===== src/rtl/pmb_params.svh =====
`ifndef PMB_PARAMS_SVH
`define PMB_PARAMS_SVH
// Command codes handled outside the item table
`define PMB_CMD_UNIT_SEL 8'h04
`define PMB_CMD_WRITE_GUARD 8'h10
`define PMB_CMD_NVM_SAVE 8'h15
`define PMB_CMD_NVM_RELOAD 8'h16
`define PMB_CMD_FEATURE 8'h19
// Operating-memory items, one byte each
`define PMB_CMD_RUN_CTRL 8'h01
`define PMB_CMD_START_STOP 8'h02
`define PMB_CMD_SETPOINT 8'h21
`define PMB_CMD_ITEM3 8'h22
`define PMB_CMD_ITEM4 8'h24
`define PMB_CMD_ITEM5 8'h33
`define PMB_CMD_ITEM6 8'h35
`define PMB_CMD_ITEM7 8'h60
`define PMB_ITEM_RUN 3'h0
`define PMB_ITEM_START_STOP 3'h1
`define PMB_ITEM_SETPOINT 3'h2
`define PMB_ITEM_LAST 3'h7
`define PMB_RUN_BIT 7
// Items that own a user-store location
`define PMB_ITEM_STORE_MASK 8'h7F
// Unit select values
`define PMB_UNIT_ALL 8'hFF
`define PMB_UNIT_RST 8'hFF
// Write guard levels
`define PMB_GUARD_OPEN 8'h00
`define PMB_GUARD_L20 8'h20
`define PMB_GUARD_L40 8'h40
`define PMB_GUARD_L80 8'h80
`define PMB_GUARD_RST 8'h00
// Feature summary: PEC, 1 MHz, alert
`define PMB_FEATURE_VAL 8'hD0
// Timing of one nonvolatile byte program
`define PMB_CLK_PERIOD_NS 20
`define PMB_NVM_WRITE_NS 100
`define PMB_NVM_WRITE_CYC ((`PMB_NVM_WRITE_NS + `PMB_CLK_PERIOD_NS - 1) / `PMB_CLK_PERIOD_NS)
`endif


===== src/rtl/pmb_pkg.sv =====
package pmb_pkg;
  // Byte and item index types
  typedef logic [7:0] pmb_byte_t;
  typedef logic [2:0] pmb_item_t;
  // Nonvolatile copy engine states
  typedef enum logic [2:0] {
    ENG_IDLE,
    ENG_SAVE,
    ENG_WAIT,
    ENG_STOP,
    ENG_LOAD,
    ENG_STRAP
  } pmb_eng_state_e;
endpackage : pmb_pkg


===== src/rtl/pmb_nvm_if.sv =====
`timescale 1ns/1ps
`default_nettype none
interface pmb_nvm_if;
  import pmb_pkg::*;
  logic startSave;
  logic startReload;
  logic busy;
  logic regStop;
  pmb_item_t itemIdx;
  pmb_byte_t opRData;
  logic opWe;
  pmb_byte_t opWData;
  pmb_byte_t strapData;
  logic strapSel;
  // Copy engine side
  modport eng (
    input startSave, startReload, opRData, strapData, strapSel,
    output busy, regStop, itemIdx, opWe, opWData
  );
  // Command core side
  modport core (
    output startSave, startReload, opRData, strapData, strapSel,
    input busy, regStop, itemIdx, opWe, opWData
  );
endinterface : pmb_nvm_if
`default_nettype wire


===== src/rtl/pmb_cmd_core.sv =====
`timescale 1ns/1ps
`default_nettype none
`include "pmb_params.svh"
module pmb_cmd_core
  import pmb_pkg::*;
(
  // Clock and reset
  input wire logic clk_sys,
  input wire logic rst,
  // Decoded command from the serial front end
  input wire logic cmdValid,
  input wire logic cmdWrite,
  input wire logic cmdHasData,
  input wire logic [7:0] cmdCode,
  input wire logic [7:0] cmdData,
  // Answer to the front end
  output logic rspValid,
  output logic [7:0] rspData,
  output logic invalidDataEvt,
  output logic invalidCmdEvt,
  output logic nvmBusy,
  // Straps and pin detection
  input wire logic [1:0] phaseCount,
  input wire logic [7:0] strapOverrideSelect,
  input wire logic [63:0] strapValues,
  // Converter controls
  output logic [3:0] regulationEn,
  output logic [31:0] outputSetpoint
);
  // State
  pmb_byte_t unitSel_reg; // Phase routing
  pmb_byte_t guard_reg; // Write guard level
  pmb_byte_t opMem [4][8]; // Operating memory per phase
  logic rspValid_reg; // Answer strobe
  pmb_byte_t rspData_reg; // Answer byte
  logic badData_reg; // Invalid data pulse
  logic badCmd_reg; // Invalid command pulse
  logic [3:0] regEn_reg; // Regulation enables
  logic [31:0] setpoint_reg; // Setpoints, phase 0 low

  // Decode
  logic take; // Command accepted
  logic itemHit; // Code is an item
  pmb_item_t itemIdx; // Item slot of the code
  logic known; // Code is supported
  logic allowed; // Guard passes the write
  logic unitOk; // Unit select value usable
  logic guardOk; // Guard value legal
  logic itemWr; // Item write goes ahead
  logic [1:0] rdPhase; // Phase read back
  pmb_nvm_if nvm ();

  // Item table lookup
  function automatic logic [3:0] itemLookup(input logic [7:0] code);
    case (code)
      `PMB_CMD_RUN_CTRL: itemLookup = {1'b1, `PMB_ITEM_RUN};
      `PMB_CMD_START_STOP: itemLookup = {1'b1, `PMB_ITEM_START_STOP};
      `PMB_CMD_SETPOINT: itemLookup = {1'b1, `PMB_ITEM_SETPOINT};
      `PMB_CMD_ITEM3: itemLookup = 4'hB;
      `PMB_CMD_ITEM4: itemLookup = 4'hC;
      `PMB_CMD_ITEM5: itemLookup = 4'hD;
      `PMB_CMD_ITEM6: itemLookup = 4'hE;
      `PMB_CMD_ITEM7: itemLookup = 4'hF;
      default: itemLookup = 4'h0;
    endcase
  endfunction : itemLookup

  // Which writes each guard level lets through
  function automatic logic guardAllows(input logic [7:0] lvl, input logic [7:0] code);
    logic core3;
    core3 = (code == `PMB_CMD_WRITE_GUARD) || (code == `PMB_CMD_NVM_SAVE);
    case (lvl)
      `PMB_GUARD_OPEN: guardAllows = 1'b1;
      `PMB_GUARD_L20: guardAllows = core3 || (code == `PMB_CMD_RUN_CTRL)
        || (code == `PMB_CMD_START_STOP) || (code == `PMB_CMD_SETPOINT);
      `PMB_GUARD_L40: guardAllows = core3 || (code == `PMB_CMD_RUN_CTRL);
      `PMB_GUARD_L80: guardAllows = core3;
      default: guardAllows = code == `PMB_CMD_WRITE_GUARD;
    endcase
  endfunction : guardAllows

  // Commands arriving during a save or reload are dropped
  assign take = cmdValid && !nvm.busy;
  assign {itemHit, itemIdx} = itemLookup(cmdCode);
  assign known = itemHit || (cmdCode == `PMB_CMD_UNIT_SEL)
    || (cmdCode == `PMB_CMD_WRITE_GUARD) || (cmdCode == `PMB_CMD_NVM_SAVE)
    || (cmdCode == `PMB_CMD_NVM_RELOAD) || (cmdCode == `PMB_CMD_FEATURE);
  assign allowed = guardAllows(guard_reg, cmdCode);
  // Only selected phases that exist, or the all-phase value
  assign unitOk = (cmdData == `PMB_UNIT_ALL)
    || (cmdData <= {6'h00, phaseCount});
  assign guardOk = (cmdData == `PMB_GUARD_OPEN) || (cmdData == `PMB_GUARD_L20)
    || (cmdData == `PMB_GUARD_L40) || (cmdData == `PMB_GUARD_L80);
  assign itemWr = take && cmdWrite && cmdHasData && itemHit && allowed;
  assign rdPhase = (unitSel_reg == `PMB_UNIT_ALL) ? 2'h0 : unitSel_reg[1:0];

  // Engine hookup; save reads phase 0, all phases match under FFh
  assign nvm.startSave = take && cmdWrite && !cmdHasData && allowed
    && (cmdCode == `PMB_CMD_NVM_SAVE);
  assign nvm.startReload = take && cmdWrite && !cmdHasData && allowed
    && (cmdCode == `PMB_CMD_NVM_RELOAD);
  assign nvm.opRData = opMem[0][nvm.itemIdx];
  assign nvm.strapData = strapValues[8 * nvm.itemIdx +: 8];
  assign nvm.strapSel = strapOverrideSelect[nvm.itemIdx];

  pmb_nvm_engine u_engine (
    .clk_sys(clk_sys),
    .rst(rst),
    .nvm(nvm.eng)
  );

  // Unit select register
  always_ff @(posedge clk_sys) begin
    if (rst) begin
      unitSel_reg <= `PMB_UNIT_RST;
    end else if (take && cmdWrite && cmdHasData && allowed
                 && cmdCode == `PMB_CMD_UNIT_SEL && unitOk) begin
      unitSel_reg <= cmdData;
    end
  end

  // Write guard register; always writable at any level
  always_ff @(posedge clk_sys) begin
    if (rst) begin
      guard_reg <= `PMB_GUARD_RST;
    end else if (take && cmdWrite && cmdHasData
                 && cmdCode == `PMB_CMD_WRITE_GUARD && guardOk) begin
      guard_reg <= cmdData;
    end
  end

  // Operating memory, one slice per phase
  generate
    for (genvar p = 0; p < 4; p++) begin : g_phase
      logic hitPhase; // Write aimed at this phase
      assign hitPhase = (unitSel_reg == `PMB_UNIT_ALL)
        || (unitSel_reg[1:0] == 2'(p));
      always_ff @(posedge clk_sys) begin
        if (rst) begin
          for (int i = 0; i < 8; i++) opMem[p][i] <= 8'h00;
        end else if (nvm.opWe) begin
          opMem[p][nvm.itemIdx] <= nvm.opWData;
        end else if (itemWr && hitPhase) begin
          opMem[p][itemIdx] <= cmdData;
        end
      end
    end
  endgenerate

  // Answer and error pulses, one cycle after the command
  always_ff @(posedge clk_sys) begin
    if (rst) begin
      rspValid_reg <= 1'b0;
      rspData_reg <= 8'h00;
      badData_reg <= 1'b0;
      badCmd_reg <= 1'b0;
    end else begin
      rspValid_reg <= take;
      badData_reg <= 1'b0;
      badCmd_reg <= 1'b0;
      if (take && cmdWrite) begin
        rspData_reg <= 8'h00;
        // Unknown code, wrong form or guarded write
        if (!known || !allowed) begin
          badCmd_reg <= 1'b1;
        end else if ((cmdCode == `PMB_CMD_NVM_SAVE || cmdCode == `PMB_CMD_NVM_RELOAD)
                     == cmdHasData) begin
          badCmd_reg <= 1'b1;
        end else if (cmdCode == `PMB_CMD_UNIT_SEL) begin
          badData_reg <= !unitOk;
        end else if (cmdCode == `PMB_CMD_WRITE_GUARD) begin
          badData_reg <= !guardOk;
        end else if (cmdCode == `PMB_CMD_FEATURE) begin
          badData_reg <= 1'b1;
        end
      end else if (take) begin
        // Reads ignore the guard level entirely
        if (!known || cmdCode == `PMB_CMD_NVM_SAVE || cmdCode == `PMB_CMD_NVM_RELOAD) begin
          badCmd_reg <= 1'b1;
          rspData_reg <= 8'h00;
        end else if (itemHit) begin
          rspData_reg <= opMem[rdPhase][itemIdx];
        end else if (cmdCode == `PMB_CMD_UNIT_SEL) begin
          rspData_reg <= unitSel_reg;
        end else if (cmdCode == `PMB_CMD_WRITE_GUARD) begin
          rspData_reg <= guard_reg;
        end else begin
          rspData_reg <= `PMB_FEATURE_VAL;
        end
      end
    end
  end

  // Converter controls; reload holds regulation off throughout
  always_ff @(posedge clk_sys) begin
    if (rst) begin
      regEn_reg <= 4'h0;
      setpoint_reg <= 32'h0;
    end else begin
      for (int p = 0; p < 4; p++) begin
        regEn_reg[p] <= opMem[p][`PMB_ITEM_RUN][`PMB_RUN_BIT] && !nvm.regStop;
        setpoint_reg[8 * p +: 8] <= opMem[p][`PMB_ITEM_SETPOINT];
      end
    end
  end

  assign rspValid = rspValid_reg;
  assign rspData = rspData_reg;
  assign invalidDataEvt = badData_reg;
  assign invalidCmdEvt = badCmd_reg;
  assign nvmBusy = nvm.busy;
  assign regulationEn = regEn_reg;
  assign outputSetpoint = setpoint_reg;
endmodule : pmb_cmd_core
`default_nettype wire


===== src/rtl/pmb_nvm_engine.sv =====
`timescale 1ns/1ps
`default_nettype none
`include "pmb_params.svh"
module pmb_nvm_engine
  import pmb_pkg::*;
(
  // Clock and reset
  input wire logic clk_sys,
  input wire logic rst,
  // Core link
  pmb_nvm_if.eng nvm
);
  localparam logic [7:0] STORE_MASK = `PMB_ITEM_STORE_MASK;
  localparam logic [3:0] WRITE_CYC = 4'(`PMB_NVM_WRITE_CYC);

  pmb_eng_state_e state_reg; // Sequencer state
  pmb_item_t idx_reg; // Item walked
  logic [3:0] wait_reg; // Program time left
  pmb_byte_t userStore [8]; // User store contents
  logic hasStore; // Item owns a store slot

  assign hasStore = STORE_MASK[idx_reg];
  assign nvm.busy = (state_reg != ENG_IDLE);
  assign nvm.regStop = (state_reg == ENG_STOP) || (state_reg == ENG_LOAD)
    || (state_reg == ENG_STRAP);
  assign nvm.itemIdx = idx_reg;

  // Operating-memory writes during reload
  always_comb begin
    nvm.opWe = 1'b0;
    nvm.opWData = userStore[idx_reg];
    case (state_reg)
      ENG_LOAD: nvm.opWe = hasStore;
      ENG_STRAP: begin
        nvm.opWe = nvm.strapSel;
        nvm.opWData = nvm.strapData;
      end
      default: nvm.opWe = 1'b0;
    endcase
  end

  // Sequencer: save walks items, reload stops, loads, then overlays straps
  always_ff @(posedge clk_sys) begin
    if (rst) begin
      state_reg <= ENG_IDLE;
      idx_reg <= 3'h0;
      wait_reg <= 4'h0;
    end else begin
      case (state_reg)
        ENG_IDLE: begin
          idx_reg <= 3'h0;
          if (nvm.startSave) state_reg <= ENG_SAVE;
          else if (nvm.startReload) state_reg <= ENG_STOP;
        end
        ENG_SAVE: begin
          if (hasStore) begin
            wait_reg <= WRITE_CYC - 4'h1;
            state_reg <= ENG_WAIT;
          end else if (idx_reg == `PMB_ITEM_LAST) begin
            state_reg <= ENG_IDLE;
          end else begin
            idx_reg <= idx_reg + 3'h1;
          end
        end
        ENG_WAIT: begin
          if (wait_reg != 4'h0) wait_reg <= wait_reg - 4'h1;
          else if (idx_reg == `PMB_ITEM_LAST) state_reg <= ENG_IDLE;
          else begin
            idx_reg <= idx_reg + 3'h1;
            state_reg <= ENG_SAVE;
          end
        end
        ENG_STOP: state_reg <= ENG_LOAD;
        ENG_LOAD: begin
          idx_reg <= idx_reg + 3'h1;
          if (idx_reg == `PMB_ITEM_LAST) state_reg <= ENG_STRAP;
        end
        ENG_STRAP: begin
          idx_reg <= idx_reg + 3'h1;
          if (idx_reg == `PMB_ITEM_LAST) state_reg <= ENG_IDLE;
        end
        default: state_reg <= ENG_IDLE;
      endcase
    end
  end

  // User store writes; cleared at reset to keep reloads defined
  always_ff @(posedge clk_sys) begin
    if (rst) begin
      for (int i = 0; i < 8; i++) userStore[i] <= 8'h00;
    end else if (state_reg == ENG_SAVE && hasStore) begin
      userStore[idx_reg] <= nvm.opRData;
    end
  end
endmodule : pmb_nvm_engine
`default_nettype wire


===== config.mk =====
export PLATFORM = sky130hd
export DESIGN_NAME = pmb_cmd_core
export DESIGN_NICKNAME = d
export VERILOG_FILES = /design/src/rtl/pmb_pkg.sv /design/src/rtl/pmb_nvm_if.sv /design/src/rtl/pmb_cmd_core.sv /design/src/rtl/pmb_nvm_engine.sv
export VERILOG_INCLUDE_DIRS = /design/src /design/src/rtl
export SDC_FILE = /design/constraint.sdc
export NUM_CORES = 1
export LEC_CHECK = 0
export BUFFER_PORTS_ARGS = -buffer_cell sky130_fd_sc_hd__buf_4
export CAP_MARGIN = 0
export CORE_UTILIZATION = 55
export CTS_CLUSTER_DIAMETER = 200
export DETAILED_ROUTE_END_ITERATION = 6
export PLACE_DENSITY = 0.83
export RECOVER_POWER = 25
export SYNTH_ARGS = -nofsm -noshare
export SYNTH_HDL_FRONTEND = slang
export SYNTH_HIERARCHICAL = 1
export SYNTH_SLANG_ARGS = --single-unit

===== constraint.sdc =====
create_clock -name clk_sys -period 8.7 [get_ports clk_sys]
set_input_delay 0.435 -clock clk_sys [delete_from_list [all_inputs] [get_ports clk_sys]]
set_output_delay 0.435 -clock clk_sys [all_outputs]
set_load 0.05 [all_outputs]

======== Word level (Yosys, flattened, before mapping) ========
Memories as Yosys holds them, arrays and structs flattened. A register that Yosys moved wholly into a read port is not among the register bits.
Cells that the tools add are included.
word-level totals
  register bits ........................... 73
  bits in writable memories ............... 320
  memory bits (read-only) ................. 8
  bits of input ports ..................... 95
  logic and storage cells ................. 1233
  memories ................................ 3
memory list
  name                depth  bits a word  rd ports  clocked after Yosys merged registers in  wr ports  line                  source
  opMem               4      64           5         0                                        4         pmb_cmd_core.sv:33    pmb_byte_t opMem [4][8];
  u_engine.userStore  8      8            1         1                                        8         pmb_nvm_engine.sv:19  pmb_byte_t userStore [8];
  (name not given)    8      1            1         1                                        0         pmb_nvm_engine.sv:22  assign hasStore = STORE_MASK[idx_reg];
operators by class
  add/sub/neg operators ................... 2
  order comparisons ....................... 6
  equality and inequality tests ........... 37
  shift operators ......................... 1
  muxes and demuxes ....................... 588
  bitwise operators ....................... 515
  reduce and logical (&&, ||, !) cells .... 70
operator list
  cell                  number
  $mux W1               543
  $or A1 B1 Y1          512
  $mux W64              5
  $mux W8               12
  $shiftx A64 B7 Y8     1
  $eq A8 B6 Y1 const B  7
  $bmux W8 S3           2
  $demux W8 S3          2
  $mux W3               14
  $eq A8 B5 Y1 const B  4
  $eq A8 B8 Y1 const B  4
  $pmux W4 S8           1
  $logic_and A1 B1 Y1   25
  $eq A8 B7 Y1 const B  3
  $logic_or A1 B1 Y1    23
  $pmux W3 S6           1
  $logic_not A8 Y1      2
  $pmux W3 S4           1
  $eq A3 B3 Y1 const B  3
  $reduce_and A3 Y1     3
  $eq A8 B1 Y1 const B  1
  $eq A8 B2 Y1 const B  1
  $eq A8 B3 Y1 const B  1
  $ge A4 B4 Y1 const B  2
  30 further kinds      46

======== Logic depth before layout (Yosys ltp) ========
  depth in word-level cells ............... 13
  depth in mapped cells ................... 14
  mapped depth without buffers ............ 12

======== Modules after synthesis ========
The synthesis kept the hierarchy.
modules (own cells, without submodules)
  module          instances  cells an instance  area an instance (um2)
  pmb_cmd_core    1          1585               16460.8
  pmb_nvm_engine  1          292                3870.0

======== Least setup slack after synthesis ========
OpenSTA, ideal clock, no wires.
  kind .................................... reg2reg
  start point ............................. reg u_engine.idx_reg[2] (netlist: u_engine/nvm.itemIdx[2])
  end point ............................... mem opMem[0][56] in the netlist's numbering (enable)
  library setup time ...................... 384 ps
  data arrival time ....................... 3344 ps
  required time ........................... 8316 ps
  setup slack ............................. 4971 ps
  cell stages (with the launch flop) ...... 13
  cell sequence ........................... dfxtp_1 -> clkbuf_1 -> nor3b_1 -> clkbuf_1 -> a22oi_1 -> nand4_1 -> mux2i_1 -> nor2_1 -> nand2b_1 -> clkbuf_1 -> nor4_1 -> nor2_1 -> o21ai_0
RTL lines
  element                 line                  source
  start, declared         pmb_nvm_engine.sv:17  pmb_item_t idx_reg;
  start signal, assigned  pmb_nvm_engine.sv:62  idx_reg <= idx_reg + 3'h1;
  start signal, assigned  pmb_nvm_engine.sv:69  idx_reg <= idx_reg + 3'h1;
  start signal, assigned  pmb_nvm_engine.sv:75  idx_reg <= idx_reg + 3'h1;
  end, declared           pmb_cmd_core.sv:33

==> impl_results.md <==
- H-tree Lvls: 2
- Crit-path cells: and3b_1, a22oi_1, nand4_1, mux2i_1, nor2_1, nor2_1, nand3_2, buf_4, o21ai_0
- Area of the multi-input gates: 8460 µm²
- Unrepaired setup endpoints after global routing: no
- Synth unique cells: 95
- PortBufs: 142
- Max IR drop VDD: 0.152 mV
- CTS tree: yes
- Sequential share of power: 44.0%
- HP Class: in2reg
- Switch share: 29.9%
- Yosys top cell area share: 47.3%
- Die area: 37700 µm²
- Total Routing Usage GR: 37.7%
- Row count: 70
- P_leak: 8.26 nW
- Switching power: 1.52 mW
- Antenna viol nets, final: 0
- Mapped Avg Cell Area: 10.8 µm²
- Die H: 194 µm
- Syn_nets: 1978
- Clock Path Buffers: 3
- Failing checks: DRC, capacitance limit, slew limit
- DR WL/cell: 29.1 µm
- Die W: 194 µm
- Hold path depth: 3
- Worst relative slew slack: -66.4%
- Simple-gate share of the synthesized area: 15.5%
- Power per Cell Area: 222 nW/µm²
- Synth async-reset ratio: 0%
- Syn. warnings: 6
- Slowest cell on the critical path: o21ai_0
- Hold-fix buffers at CTS: 0
- Final setup vio count: 0
- Post-synth EDFFs: 320
- Worst EP required: 8890 ps
- Clk pin slew, worst setup/hold paths: 60 ps
- Area leader, netlist: edfxtp_1
- Critical Path Stages: 9
- Max Cap Viol: 2
- Top-count cell post-synth: edfxtp_1
- Max Fclk: 0.205 GHz
- Max reg flops: 256
- Number of clock sinks: 397
- Critical Path Start: u_engine/nvm.itemIdx[0]
- Outcome: finished, violations left
- Syn Std Cell Area: 20300 µm²
- Worst-path fanout max: 45
- Mux contribution to synthesized area: 6.22%
- Fin crit share: 56.1%
- Dpl cells: 2388
- Hold Startpoint: cmdHasData
- Drc violations: 19
- Final #Nets: 2065
- Grt ovf: 0
- First-pass GRT wire length: 105000 µm
- 1st-iter DRT viols: 2892
- Initial core utilization: 55.7%
- Non-Filler Instances: 2467
- Routed wire length: 71800 µm
- Register bit count reported by yosys: 397
- Clk network pwr share: 38.3%
- Largest net degree at the start of global routing: 64
- Comb pwr share: 17.7%
- Xor/xnor cell area share of the yosys netlist: 0.258%
- Post_cts resized: 0
- Post-synth top flop: edfxtp_1
- Dpl hpwl: 49800 µm
- Adder-cell share of the synthesized area: 0.418%
- Arrival time worst endpoint: 5070 ps
- Top cell by count, worst path: nor2_1
- Seq/Total Area, Yosys: 54.8%
- CORE AREA: 36500 µm²
- Max-slew violations: 79
- Final setup TNS: 0 ps
- Vias in the first global route: 16300
- Max Clock Skew: 17.6 ps
- Placed Instance Area: 21700 µm²
- IO Pins: 143
- Final min period: 4880 ps
- Largest family of logic cells by synthesized area: compound AO/OA/AOI/OAI gates
- Design area: 22900 µm²
- Crit path buf inv count: 1
- Drt pass-1 iters: 7
- Area Growth Syn to Fin: 12.8%
- Via count: 17300
- Least-Margin Pin Slew: 2500 ps
- Vias per cell: 7.00
- Root buf cell: clkbuf_16
- Post-CTS Setup Bufs: 0
- Filler cells: 2866
- Reg2Reg Depth: 9
- Setup Crit Path Kind: reg2reg
- Pint: 3.57 mW
- Synth cell count leaders: 320 x edfxtp_1, 250 x o21ai_0, 210 x nand2_1
- Worst r2r src: u_engine/nvm.itemIdx[0]
- CP Launch Type: flip-flop
- Cts bufs inserted: 42
- CP delay by family, top: simple AND/OR/NAND/NOR gates
- Synth area leaders: edfxtp_1 47%, dfxtp_1 7.6%, o21ai_0 6.2%
- Syn Inst Count: 1877
- Antenna violations before repair: 2
- Compound-gate portion of the synthesized area: 19.3%
- Clk Latency, worst-skew pair: 590 ps
- CP Capture Type: flip-flop
- Gpl congestion: 1.04
- Final Power: 5.09 mW
- Share of cells above drive strength 1: 16.6%
- Most flops, register: opMem
- Final Hold Vio Count: 0
- Max incr delay on CP: 970 ps
- Storage element area: 11200 µm²
metrics by stage:
step	setup WS, ps	utilization [%]	hold slack (ps)
floorplan	4970	-	436
global placement	4170	59.4	451
detailed placement	3940	59.4	465
CTS	3880	63.5	179
global route	3530	62.8	211
finish	3820	62.8	192
per-layer routing:
layer	GRT usage, %	share of wire (%)	up-vias
met3	12.6	15	296
li1	-	-	7295
met5	0	0.013	-
met2	55.7	44	1425
met1	49.5	36	8259
met4	19.9	5.9	2
final cells by class:
class,instances,area share (%)
antenna,1,0.0109
clock buffer,52,5.10
clock inverter,26,1.50
inverter,33,0.540
multi-input combinational,1318,36.9
sequential,397,48.6
tap,468,2.55
timing repair buffer,172,4.79
power groups by stage:
stage | Sequential, mW | Clock, mW | Combinational (mW)
after floorplan | 2.23 | 0 | 0.531
after global placement | 2.27 | 0 | 0.867
after detailed placement | 2.28 | 0 | 0.876
after CTS | 2.24 | 1.95 | 0.880
after global routing | 2.25 | 2.02 | 0.923
final | 2.24 | 1.95 | 0.901
worst reg2reg max path, cell delays in order (launching register included):
cell and delay, ps:
dfxtp_1 610, and3b_1 510, a22oi_1 320, nand4_1 140
mux2i_1 150, nor2_1 100, nor2_1 490, nand3_2 670
buf_4 490, o21ai_0 1010
cell usage in the layout (no fill, tap or decap), types with 10 or more instances in the layout:
| cell type | synthesis | routed |
|---|---|---|
| a211oi_1 | 11 | 12 |
| a21oi_1 | 52 | 47 |
| a221oi_1 | 20 | 20 |
| a22oi_1 | 77 | 77 |
| a31oi_1 | 13 | 13 |
| and2_0 | 0 | 40 |
| and2_1 | 79 | 40 |
| and3_1 | 12 | 12 |
| buf_4 | 4 | 121 |
| clkbuf_1 | 77 | 55 |
| clkbuf_16 | 0 | 44 |
| dfxtp_1 | 77 | 75 |
| edfxtp_1 | 320 | 320 |
| inv_1 | 32 | 33 |
| mux2_2 | 20 | 20 |
| mux2i_1 | 61 | 61 |
| mux4_2 | 19 | 19 |
| nand2_1 | 210 | 209 |
| nand2b_1 | 13 | 13 |
| nand3_1 | 26 | 26 |
| nand4_1 | 27 | 27 |
| nor2_1 | 89 | 93 |
| nor2b_1 | 38 | 37 |
| nor3_1 | 21 | 21 |
| o211ai_1 | 10 | 10 |
| o21ai_0 | 250 | 250 |
| o21ai_1 | 32 | 32 |
| o21ai_2 | 51 | 51 |
logic make-up (layout without fill, tap and decap cells):
| family | Yosys count | count (layout) |
|---|---|---|
| fa+ha+maj | 7 | 7 |
| flops | 397 | 397 |
| xor+xnor | 6 | 6 |
| buf+inv | 162 | 283 |
| mux | 100 | 100 |
| compound gates | 603 | 603 |
| other cells | 0 | 1 |
| simple gates | 602 | 602 |
worst paths after layout:
check                           slack, ps         endpoint
worst max-delay path                 3820     opMem[0][26]
worst min-delay path                  190    invalidCmdEvt
worst max register to register       3820     opMem[0][26]
worst min register to register        480  regulationEn[1]
(Power assumes the default switching activity.)
